$ cat src/rtl/arc_defs.vh
// constants for the analog regulator control register bank
`ifndef ARC_DEFS_VH
`define ARC_DEFS_VH
// documented word offsets are not all multiples of four: byte addr = 4*index
`define ARC_IDX_REG_CTRL     16'hfece
`define ARC_IDX_REG_VOLT     16'hfed0
`define ARC_IDX_ANA_PWR      16'hfecb
`define ARC_IDX_RF_OSC       16'hfed3
`define ARC_IDX_OSC_FRAC_LO  16'hfed7
`define ARC_IDX_OSC_FRAC_HI  16'hfed8
`define ARC_ADDR_W           18
// analog power control fields
`define ARC_AP_SUPPLY_LOW    14
`define ARC_AP_BUTTON        13
`define ARC_AP_BTN_RST_DIS   12
`define ARC_AP_RSV_ONE       11
`define ARC_AP_PRESCALE      10
`define ARC_AP_RF_OSC_EN     9
`define ARC_AP_ADC_EN        8
`define ARC_AP_LEFT_DRV      7
`define ARC_AP_RIGHT_DRV     6
`define ARC_AP_GND_BUF       5
`define ARC_AP_CONV_CORE     4
`define ARC_AP_WR_MASK       16'h1fff
// rf oscillator control fields
`define ARC_RF_MOD_EN        13
`define ARC_RF_LOCK_ST       12
`define ARC_RF_LOCK_CHK      11
`define ARC_RF_WR_MASK       16'h2fff
// regulator control fields
`define ARC_RC_LATCH         3
`define ARC_RC_WR_MASK       16'h000f
`define ARC_RV_WR_MASK       16'h7fff
`define ARC_FRAC_HI_MASK     16'h03ff
`define ARC_RESET_VAL        16'h0000
// gain codes
`define ARC_GAIN_0DB         2'h0
`define ARC_GAIN_M12DB       2'h1
`define ARC_GAIN_M2DB        2'h2
`define ARC_GAIN_M6DB        2'h3
// long press time
`define ARC_LONG_PRESS_MS    5000
`define ARC_CLK_KHZ          125000
`endif

$ cat src/rtl/arc_press_timer.v
// power button long-press detector producing a system reset pulse
`timescale 1ns/1ns
module arc_press_timer #(
	parameter LIMIT = 32'd625000000
) (
	input  wire        clk,
	input  wire        rst,
	input  wire        pressed,
	input  wire        disable_rst,
	output reg         sys_reset_q
);
	reg [31:0] cnt_q;

	// counter saturates so one press yields one reset pulse
	always @(posedge clk or posedge rst) begin
		if (rst) begin
			cnt_q       <= 32'h0;
			sys_reset_q <= 1'b0;
		end else begin
			sys_reset_q <= 1'b0;
			if (!pressed || disable_rst) begin
				cnt_q <= 32'h0;
			end else if (cnt_q < LIMIT) begin
				cnt_q <= cnt_q + 32'h1;
			end else if (cnt_q == LIMIT) begin
				cnt_q       <= cnt_q + 32'h1;
				sys_reset_q <= 1'b1;
			end
		end
	end
endmodule // arc_press_timer

$ cat src/rtl/arc_regs.v
// analog regulator control register bank with apb slave
// Overview of operation
// - bit 14 reads one while regulator input supply is below threshold
// - bit 13 returns present power-button level on every read
// - button held over 5 s produces a system reset pulse
// - button reset disable bit 12 blocks the long-press reset
// - prescale bit 10 halves the oscillator clock, else passes through
// - bit 8 powers and enables the 12-bit adc
// - gain codes: 0 is 0 dB, 1 is -12, 3 is -6, avoid 2
// - lock check: set then clear bit 11, read lock status bit 12
// - bit 13 enables the oscillator sigma-delta modulator
// - bit 9 enables the 480 MHz clock driver to usb macro
// - voltage codes and shutdown bits apply only on latch bit 3
// - voltage register holds analog, io and core five-bit codes
//
// The APB register port was chosen for this implementation.
`timescale 1ns/1ns
`include "arc_defs.vh"
module arc_regs #(
	parameter LONG_PRESS_CYC = 32'd625000000
) (
	input  wire        clk,
	input  wire        rst,
	input  wire        psel,
	input  wire        penable,
	input  wire        pwrite,
	input  wire [31:0] paddr,
	input  wire [31:0] pwdata,
	output wire        pready,
	output reg  [31:0] prdata,
	output wire        pslverr,
	input  wire        supply_low_pin,
	input  wire        button_pin,
	input  wire        osc_lock_pin,
	input  wire        osc_clk_in,
	output reg         osc_clk_out,
	output wire        button_reset,
	output wire        rf_osc_enable,
	output wire        adc_enable,
	output wire        left_driver_enable,
	output wire        right_driver_enable,
	output wire        ground_buffer_enable,
	output wire        converter_core_enable,
	output wire [1:0]  right_gain,
	output wire [1:0]  left_gain,
	output reg  [5:0]  right_atten_db,
	output reg  [5:0]  left_atten_db,
	output wire        modulator_enable,
	output wire        rf_lock_check,
	output wire        usb_pad_bias,
	output wire        hs_clock_driver_enable,
	output wire        usb_transceiver_enable,
	output wire [1:0]  clock_divider_select,
	output wire [1:0]  osc_divider_select,
	output wire [3:0]  center_freq_trim,
	output wire [25:0] osc_fractional_control,
	output reg  [4:0]  analog_voltage_code,
	output reg  [4:0]  io_voltage_code,
	output reg  [4:0]  core_voltage_code,
	output reg         analog_reg_shutdown,
	output reg         io_reg_shutdown,
	output reg         core_reg_shutdown
);
	reg [15:0] ana_pwr_q;
	reg [15:0] rf_osc_q;
	reg [15:0] reg_ctrl_q;
	reg [15:0] reg_volt_q;
	reg [15:0] frac_lo_q;
	reg [15:0] frac_hi_q;
	reg        latch_prev_q;
	reg [1:0]  low_sync_q;
	reg [1:0]  btn_sync_q;
	reg [1:0]  lock_sync_q;
	reg [1:0]  oclk_sync_q;
	reg        oclk_div_q;

	wire [15:0] idx;
	wire        in_range;
	wire        wr;
	wire        latch_rise;

	// word index from byte address; low two bits and high bits must be 0
	assign idx      = paddr[17:2];
	assign in_range = (paddr[1:0] == 2'h0) && (paddr[31:18] == 14'h0);
	assign pready   = 1'b1;
	assign pslverr  = psel & penable & ~(in_range & hit(idx));
	assign wr       = psel & penable & pwrite & in_range;

	function hit;
		input [15:0] a;
		begin
			hit = (a == `ARC_IDX_REG_CTRL) || (a == `ARC_IDX_REG_VOLT) ||
			      (a == `ARC_IDX_ANA_PWR) || (a == `ARC_IDX_RF_OSC) ||
			      (a == `ARC_IDX_OSC_FRAC_LO) ||
			      (a == `ARC_IDX_OSC_FRAC_HI);
		end
	endfunction

	// gain code to attenuation in dB
	function [5:0] atten;
		input [1:0] code;
		begin
			case (code)
				`ARC_GAIN_0DB:   atten = 6'd0;
				`ARC_GAIN_M12DB: atten = 6'd12;
				`ARC_GAIN_M2DB:  atten = 6'd2;
				default:         atten = 6'd6;
			endcase
		end
	endfunction

	// masked write: bits outside mask keep their stored value
	function [15:0] mwr;
		input [15:0] old;
		input [15:0] din;
		input [15:0] mask;
		begin
			mwr = (din & mask) | (old & ~mask);
		end
	endfunction

	// pins cross from the analog side through two flops
	always @(posedge clk or posedge rst) begin
		if (rst) begin
			low_sync_q  <= 2'h0;
			btn_sync_q  <= 2'h0;
			lock_sync_q <= 2'h0;
			oclk_sync_q <= 2'h0;
		end else begin
			low_sync_q  <= {low_sync_q[0], supply_low_pin};
			btn_sync_q  <= {btn_sync_q[0], button_pin};
			lock_sync_q <= {lock_sync_q[0], osc_lock_pin};
			oclk_sync_q <= {oclk_sync_q[0], osc_clk_in};
		end
	end

	always @(posedge clk or posedge rst) begin
		if (rst) begin
			ana_pwr_q  <= `ARC_RESET_VAL;
			rf_osc_q   <= `ARC_RESET_VAL;
			reg_ctrl_q <= `ARC_RESET_VAL;
			reg_volt_q <= `ARC_RESET_VAL;
			frac_lo_q  <= `ARC_RESET_VAL;
			frac_hi_q  <= `ARC_RESET_VAL;
		end else if (wr) begin
			case (idx)
				`ARC_IDX_ANA_PWR:
					ana_pwr_q <= mwr(ana_pwr_q, pwdata[15:0],
						`ARC_AP_WR_MASK);
				`ARC_IDX_RF_OSC:
					rf_osc_q <= mwr(rf_osc_q, pwdata[15:0],
						`ARC_RF_WR_MASK);
				`ARC_IDX_REG_CTRL:
					reg_ctrl_q <= pwdata[15:0] & `ARC_RC_WR_MASK;
				`ARC_IDX_REG_VOLT:
					reg_volt_q <= pwdata[15:0] & `ARC_RV_WR_MASK;
				`ARC_IDX_OSC_FRAC_LO:
					frac_lo_q <= pwdata[15:0];
				`ARC_IDX_OSC_FRAC_HI:
					frac_hi_q <= pwdata[15:0] & `ARC_FRAC_HI_MASK;
				default: ;
			endcase
		end
	end

	// rising latch bit copies staged codes to regulators
	assign latch_rise = reg_ctrl_q[`ARC_RC_LATCH] & ~latch_prev_q;

	always @(posedge clk or posedge rst) begin
		if (rst) begin
			latch_prev_q        <= 1'b0;
			analog_voltage_code <= 5'h0;
			io_voltage_code     <= 5'h0;
			core_voltage_code   <= 5'h0;
			analog_reg_shutdown <= 1'b0;
			io_reg_shutdown     <= 1'b0;
			core_reg_shutdown   <= 1'b0;
		end else begin
			latch_prev_q <= reg_ctrl_q[`ARC_RC_LATCH];
			if (latch_rise) begin
				analog_voltage_code <= reg_volt_q[14:10];
				io_voltage_code     <= reg_volt_q[9:5];
				core_voltage_code   <= reg_volt_q[4:0];
				analog_reg_shutdown <= reg_ctrl_q[2];
				io_reg_shutdown     <= reg_ctrl_q[1];
				core_reg_shutdown   <= reg_ctrl_q[0];
			end
		end
	end

	// prescaler on the oscillator clock, sampled in clk domain
	always @(posedge clk or posedge rst) begin
		if (rst) begin
			oclk_div_q  <= 1'b0;
			osc_clk_out <= 1'b0;
		end else begin
			// previous synced level, so each input rise is seen once
			oclk_div_q <= oclk_sync_q[1];
			if (ana_pwr_q[`ARC_AP_PRESCALE]) begin
				if (oclk_sync_q[1] & ~oclk_div_q)
					osc_clk_out <= ~osc_clk_out;
				else
					osc_clk_out <= osc_clk_out;
			end else begin
				osc_clk_out <= oclk_sync_q[1];
			end
		end
	end

	always @(posedge clk or posedge rst) begin
		if (rst) begin
			right_atten_db <= 6'd0;
			left_atten_db  <= 6'd0;
		end else begin
			right_atten_db <= atten(ana_pwr_q[3:2]);
			left_atten_db  <= atten(ana_pwr_q[1:0]);
		end
	end

	always @* begin
		prdata = 32'h0;
		case (idx)
			`ARC_IDX_ANA_PWR: begin
				prdata[15:0] = ana_pwr_q;
				prdata[`ARC_AP_SUPPLY_LOW] = low_sync_q[1];
				prdata[`ARC_AP_BUTTON]     = btn_sync_q[1];
			end
			`ARC_IDX_RF_OSC: begin
				prdata[15:0] = rf_osc_q;
				prdata[`ARC_RF_LOCK_ST] = lock_sync_q[1];
			end
			`ARC_IDX_REG_CTRL:    prdata[15:0] = reg_ctrl_q;
			`ARC_IDX_REG_VOLT:    prdata[15:0] = reg_volt_q;
			`ARC_IDX_OSC_FRAC_LO: prdata[15:0] = frac_lo_q;
			`ARC_IDX_OSC_FRAC_HI: prdata[15:0] = frac_hi_q;
			default:              prdata = 32'h0;
		endcase
		if (!in_range)
			prdata = 32'h0;
	end

	assign rf_osc_enable          = ana_pwr_q[`ARC_AP_RF_OSC_EN];
	assign adc_enable             = ana_pwr_q[`ARC_AP_ADC_EN];
	assign left_driver_enable     = ana_pwr_q[`ARC_AP_LEFT_DRV];
	assign right_driver_enable    = ana_pwr_q[`ARC_AP_RIGHT_DRV];
	assign ground_buffer_enable   = ana_pwr_q[`ARC_AP_GND_BUF];
	assign converter_core_enable  = ana_pwr_q[`ARC_AP_CONV_CORE];
	assign right_gain             = ana_pwr_q[3:2];
	assign left_gain              = ana_pwr_q[1:0];
	assign modulator_enable       = rf_osc_q[`ARC_RF_MOD_EN];
	assign rf_lock_check          = rf_osc_q[`ARC_RF_LOCK_CHK];
	assign usb_pad_bias           = rf_osc_q[10];
	assign hs_clock_driver_enable = rf_osc_q[9];
	assign usb_transceiver_enable = rf_osc_q[8];
	assign clock_divider_select   = rf_osc_q[7:6];
	assign osc_divider_select     = rf_osc_q[5:4];
	assign center_freq_trim       = rf_osc_q[3:0];
	assign osc_fractional_control = {frac_hi_q[9:0], frac_lo_q};

	arc_press_timer #(
		.LIMIT (LONG_PRESS_CYC)
	) u_press (
		.clk         (clk),
		.rst         (rst),
		.pressed     (btn_sync_q[1]),
		.disable_rst (ana_pwr_q[`ARC_AP_BTN_RST_DIS]),
		.sys_reset_q (button_reset)
	);
endmodule // arc_regs

$ cat config.mk
export PLATFORM = sky130hd
export DESIGN_NAME = arc_regs
export DESIGN_NICKNAME = d
export VERILOG_FILES = /design/src/rtl/arc_press_timer.v /design/src/rtl/arc_regs.v
export VERILOG_INCLUDE_DIRS = /design/src /design/src/rtl
export SDC_FILE = /design/constraint.sdc
export NUM_CORES = 1
export LEC_CHECK = 0
export BUFFER_PORTS_ARGS = -buffer_cell sky130_fd_sc_hd__clkbuf_2
export CORE_MARGIN = 2
export CORE_UTILIZATION = 30
export DETAILED_ROUTE_END_ITERATION = 7
export GPL_TIMING_DRIVEN = 0
export PLACE_DENSITY_LB_ADDON = 0.12
export SYNTH_ARGS = -nofsm -noshare
export SYNTH_HDL_FRONTEND = slang
export SYNTH_HIERARCHICAL = 1
export SYNTH_SLANG_ARGS = --single-unit
$ cat constraint.sdc
create_clock -name clk -period 9.3 [get_ports clk]
set_input_delay 1.395 -clock clk [delete_from_list [all_inputs] [get_ports clk]]
set_output_delay 1.395 -clock clk [all_outputs]
set_load 0.01 [all_outputs]
---- Yosys cells after proc, flatten, opt, wreduce, memory -nomap -nowiden ----
Index checks and enable logic that the tools add are counted.
operators by class
  add/sub/neg operators ................... 1
  order comparisons ....................... 1
  eq/ne operators ......................... 12
  multiplexer cells ....................... 12
  bitwise logic cells ..................... 13
  reductions and logical operators ........ 19
operators with widths
  cell                                                                      number
  16-bit == test (second input constant)                                    6
  32-bit 2-to-1 mux                                                         3
  16-bit one-hot mux with 6 select lines                                    1
  32-bit by 1-bit adder with 32-bit output (second input constant)          1
  32-bit by 30-bit == test with 1-bit output (second input constant)        1
  32-bit by 30-bit < comparator with 1-bit output (second input constant)   1
  4-bit one-hot mux with 3 select lines                                     2
  16-bit 2-to-1 mux                                                         1
  13-bit by 16-bit OR with 16-bit output                                    1
  14-bit by 16-bit OR with 16-bit output                                    1
  14-bit zero test                                                          1
  2-bit AND reduction                                                       6
  1-bit bitwise AND                                                         7
  2-bit zero test                                                           3
  1-bit logical OR                                                          6
  1-bit 2-to-1 mux                                                          5
  2-bit by 1-bit == test with 1-bit output (second input constant)          2
  2-bit == test (second input constant)                                     2
  1-bit inverter                                                            4
  3-bit nonzero test                                                        1
  2-bit by 1-bit inequality test with 1-bit output (second input constant)  1
  1-bit logical AND                                                         1
  1-bit zero test                                                           1
word-level totals
  register bits ........................... 147
  input bits .............................. 73
  output and inout port bits .............. 115
  logic and storage cells ................. 81

---- Depth between registers and ports, before layout ----
  depth in word-level cells ............... 9
  gate-level depth with buffers ........... 11
  gate-level depth less buffers ........... 8

---- By module ----
Netlist, hierarchy kept.
by module, submodules not included
  module           instances  cells an instance  area an instance (um^2)  seq. area each (um^2)
  arc_regs         1          377                4,862.2                  2,652.5
  arc_press_timer  1          213                1,888.1                  825.8

---- Worst setup path before layout ----
Ideal clock, no wire load.
  path type ............................... input-to-output
  start point ............................. in paddr[26]
  end point ............................... out prdata[0]
  arrival time ............................ 2,803 ps
  data required time ...................... 7,905 ps
  setup slack ............................. 5,102 ps
  cell stages on the path ................. 5
  buffers on the path ..................... 0
  path through ............................ nor4_1 > nand2_1 > or2_2 > or3_1 > o22ai_1
on the way
  cells in the longest elaborated chain, start to end .. 3
RTL lines
  item                line            source
  start: declaration  arc_regs.v:27   input wire [31:0] paddr,
  14-bit zero test    arc_regs.v:84   assign in_range = (paddr[1:0] == 2'h0) && (paddr[31:18] == 14'h0);
  1-bit logical AND   arc_regs.v:84
  16-bit 2-to-1 mux   arc_regs.v:238  if (!in_range)
  end: declaration    arc_regs.v:30   output reg [31:0] prdata,
No other way between the ends.

---- Final worst setup path ----
  start point ............................. in paddr[4]
  end point ............................... out prdata[12]
on the way
  cells in the longest elaborated chain, start to end .. 3
  elaborated cells between the ends (all ways) .. 8
  classes of those cells .................. eq/ne (6); mux (2)
RTL lines
  item                                        line            source
  16-bit == test                              arc_regs.v:222  case (idx)
  16-bit one-hot mux with 6 select lines (*)  arc_regs.v:222
  16-bit 2-to-1 mux (*)                       arc_regs.v:238
Every way passes the cells marked *; elsewhere a longest branch is shown, timed or not.

==> metrics.csv <==
stage,metric,value,unit
yosys,Post-synth EDFFs,0,
yosys,Post-synth top flop,dfrtp_1,
floorplanning,Chip Height,154,µm
cts,CTS tree,built,
cts,Skew-Pair Late Insertion Delay,420,ps
yosys,"Avg Cell Area, Syn",11.4,µm²
worst_setup_path,cells on worst reg2reg path,9,
timing,slew at the pin closest to its max-slew limit,803,ps
pwr,worst ir drop on vdd,0.000102,V
detailed_routing,DRT antenna net count,0,
worst_setup_path,Crit Reg-Reg Startpoint,u_press/cnt_q[27],
worst_setup_path,"Slowest-stage cell, CP",nor3b_1,
yosys,Gate Count Post-Synth,590,
detailed_routing,1st-iter DRT viols,303,
timing,Max-slew headroom,46.5,%
detailed_routing,Vias/cell,5.03,
yosys,main combinational cell family by area after synthesis,multiplexers,
cts,clk sinks,139,
yosys,post-synthesis adder-cell area fraction,0.371,%
worst_setup_path,crit path launch type,input port,
pwr,Final Power,1.35,mW
timing,setup tns final,0,ps
run_status,status,"finished, final reports clean",
floorplanning,Initial Utilization,30.7,%
timing,Tcrit/Tclk final,52.3,%
final_layout,number of diodes,0,
timing,"Setup violations, final",0,
worst_setup_path,crit path max fanout,10,
detailed_routing,residual DRC count,0,
grt,vias in the first global route,5601,
yosys,post-synthesis mux area share,18.4,%
timing,max-slew violation count,0,
pwr,Power per Cell Area,158,nW/µm²
worst_setup_path,Crit path required time,7910,ps
placement,port bufs,148,
worst_setup_path,CP endpoint,prdata[12],
worst_setup_path,CP startpoint,paddr[4],
cts,PostCTS Resize Cnt,0,
yosys,Post-Synth XOR/XNOR Area,0.130,%
cts,clk slew on worst S/H paths,70,ps
yosys,Synth cell types,57,
cts,hold_buf cts,0,
yosys,Synth Area in Simple Gates,14.6,%
floorplanning,core area,22000,µm²
timing,Fin. Hold Viols,0,
floorplanning,Chip Width,154,µm
job,Max-cap violations,0,
worst_setup_path,Critical Path AT,3470,ps
placement,Detail Placement HPWL,14.3,mm
cts,postcts setup bufs,0,
timing,RSZ-0062 raised after global routing,false,
yosys,"Seq/Total Area, Yosys",51.5,%
placement,GP Congestion,0.803,
timing,Final Skew,9.13,ps
cts,CTS Buffer Depth,2,
pwr,Pleak,4.25,nW
floorplanning,I/O Pins,188,
floorplanning,total die area,23700,µm²
timing,min Tclk post-route,4870,ps
worst_setup_path,R2R Setup Slk,6540,ps
worst_setup_path,CP Capture Type,output port,
worst_setup_path,Worst R2R End,u_press/cnt_q[2],
grt,initial antenna violation count,1,
cts,htree depth,4,
grt,first-pass GRT wire length,31.8,mm
final_layout,layout cell share with drive strength beyond 1,41.2,%
grt,grt ovf,0,
worst_setup_path,worst-path cell chain,clkbuf_2 > buf_2 > nor3b_1 > and3_1 > buf_2 > a222oi_1 > nor2_1 > clkbuf_2,
worst_setup_path,Crit Path Class,input port to output port,
yosys,"FFs w/ async S/R, synth",100,%
worst_setup_path,CP max stage delay,510,ps
timing,FMAX,205,MHz
grt,largest net degree at the start of global routing,57,
hold_path,Hold/Removal Path Class,register to register,
cts,CTS Buf Count,17,
detailed_routing,WL/cell,18.6,µm
detailed_routing,Routed WL,20.0,mm
yosys,netlist area before placement,6750,µm²
final_layout,nets,854,
final_layout,Fill cells,2129,
final_layout,synth-to-layout area growth,26.5,%
yosys,Yosys warnings,6,
floorplanning,# rows,54,
yosys,post-synthesis compound-gate area fraction,8.80,%
grt,GRT Total Usage,17.4,%
detailed_routing,1st-pass router iterations,5,
yosys,number of synthesized register bits,139,
detailed_routing,Vias,5391,
cts,Root Driver,clkbuf_16,
[cell type report]
type	count	area (µm²)	share of cell area (%)
Clock buffer	18	439	5.14
Inverter	12	47.5	0.557
Sequential cell	139	3480	40.7
Multi-Input combinational cell	403	2940	34.5
Clock inverter	14	151	1.77
Timing Repair Buffer	149	768	9.00
Buffer	57	363	4.25
Tap cell	280	350	4.10
[layer usage]
metal	vias up	GRT usage [%]	wire length (µm)
met2	167	29.2	9840
met4	0	5.30	277
met1	2707	21.3	8490
met5	-	0	0
met3	18	5.72	1380
li1	2499	-	-
[per-stage QoR]
step           cell area (µm²)  setup slack, ps  utilization, %  hold slack, ps  instances
2_1_floorplan             6830             5100               -             331        611
3_3_place_gp              7920             3780            36.1             337       1039
3_5_place_dp              7950             4380            36.2             337       1040
4_1_cts                   8540             4370            38.9             352       1072
5_1_grt                   8540             4200            38.9             362       1072
6_report                  8540             4430            38.9             349       1072
[kinds of logic after synthesis]
family	count (synthesis)
other	2
xor gates and xnor gates	1
DFF	139
adders and majority gates	2
muxes	111
AOI/OAI and AO/OA	95
and+or+nand+nor	171
buffers and inverters	69
[layout by cell type (no fill, tap or decap), drive strengths merged, types with 8 or more instances in the layout]
cell type  netlist  layout
nand2           40      40
nand4           12      12
mux2i            8       8
nor2            21      21
clkbuf          14     180
and3            14      14
mux2           103     103
o31ai           11      11
o21ai           22      22
or4             10      10
dfrtp          139     139
conb             2      23
nand3           14      14
nor4            10      10
a21oi           30      30
or3             16      16
buf             43      44
inv             12      19
[synthesized netlist by cell type (3+ instances only)]
| library cell | n | area share [%] |
|---|---|---|
| a21oi_1 | 30 | 2.2 |
| a222oi_1 | 5 | 0.74 |
| a22oi_1 | 6 | 0.67 |
| and2_1 | 5 | 0.46 |
| and3_1 | 14 | 1.3 |
| and4_1 | 4 | 0.52 |
| buf_2 | 8 | 0.59 |
| buf_4 | 29 | 3.2 |
| buf_6 | 4 | 0.67 |
| clkbuf_1 | 14 | 0.78 |
| dfrtp_1 | 139 | 52 |
| inv_1 | 12 | 0.67 |
| mux2_1 | 10 | 1.7 |
| mux2_2 | 93 | 16 |
| mux2i_1 | 8 | 1.2 |
| nand2_1 | 38 | 2.1 |
| nand2b_1 | 3 | 0.28 |
| nand3_1 | 13 | 0.96 |
| nand4_1 | 12 | 1.1 |
| nor2_1 | 21 | 1.2 |
| nor2b_1 | 5 | 0.46 |
| nor3_1 | 5 | 0.37 |
| nor4_1 | 7 | 0.65 |
| o21ai_0 | 22 | 1.6 |
| o22ai_1 | 7 | 0.65 |
| o31ai_1 | 11 | 1.2 |
| or3_1 | 16 | 1.5 |
| or4_1 | 10 | 1.1 |
[where the power goes]
part / switching (mW) / internal [mW]
Combinational: 0.0385 / 0.0235
Sequential: 0.00270 / 0.608
Clock: 0.310 / 0.365
[worst max-delay path, delay by kind of cell]
| family | cells | cell delay, ps |
|---|---|---|
| simple gates | 3 | 1080 |
| buf+inv | 4 | 820 |
| compound gates | 1 | 170 |
[sequential cells by signal, summed over array words and instances (netlist names), 3 cells and up]
name	flops
reg_volt_q	15
analog_voltage_code	5
right_atten_db	3
reg_ctrl_q	4
frac_lo_q	16
core_voltage_code	5
frac_hi_q	10
io_voltage_code	5
u_press/cnt_q	32
rf_osc_q	13
left_atten_db	3
ana_pwr_q	13
[worst min-delay path by stage]
stage / start / endpoint / slack [ps] / depth (start not counted)
6_report: lock_sync_q[0] / lock_sync_q[1] / 350 / 0
5_1_grt: oclk_sync_q[0] / oclk_sync_q[1] / 360 / 0
4_1_cts: lock_sync_q[0] / lock_sync_q[1] / 350 / 0
3_5_place_dp: lock_sync_q[0] / lock_sync_q[1] / 340 / 0
3_3_place_gp: lock_sync_q[0] / lock_sync_q[1] / 340 / 0
2_1_floorplan: btn_sync_q[0] / btn_sync_q[1] / 330 / 0
No activity file was read; power rests on OpenSTA's default activity.
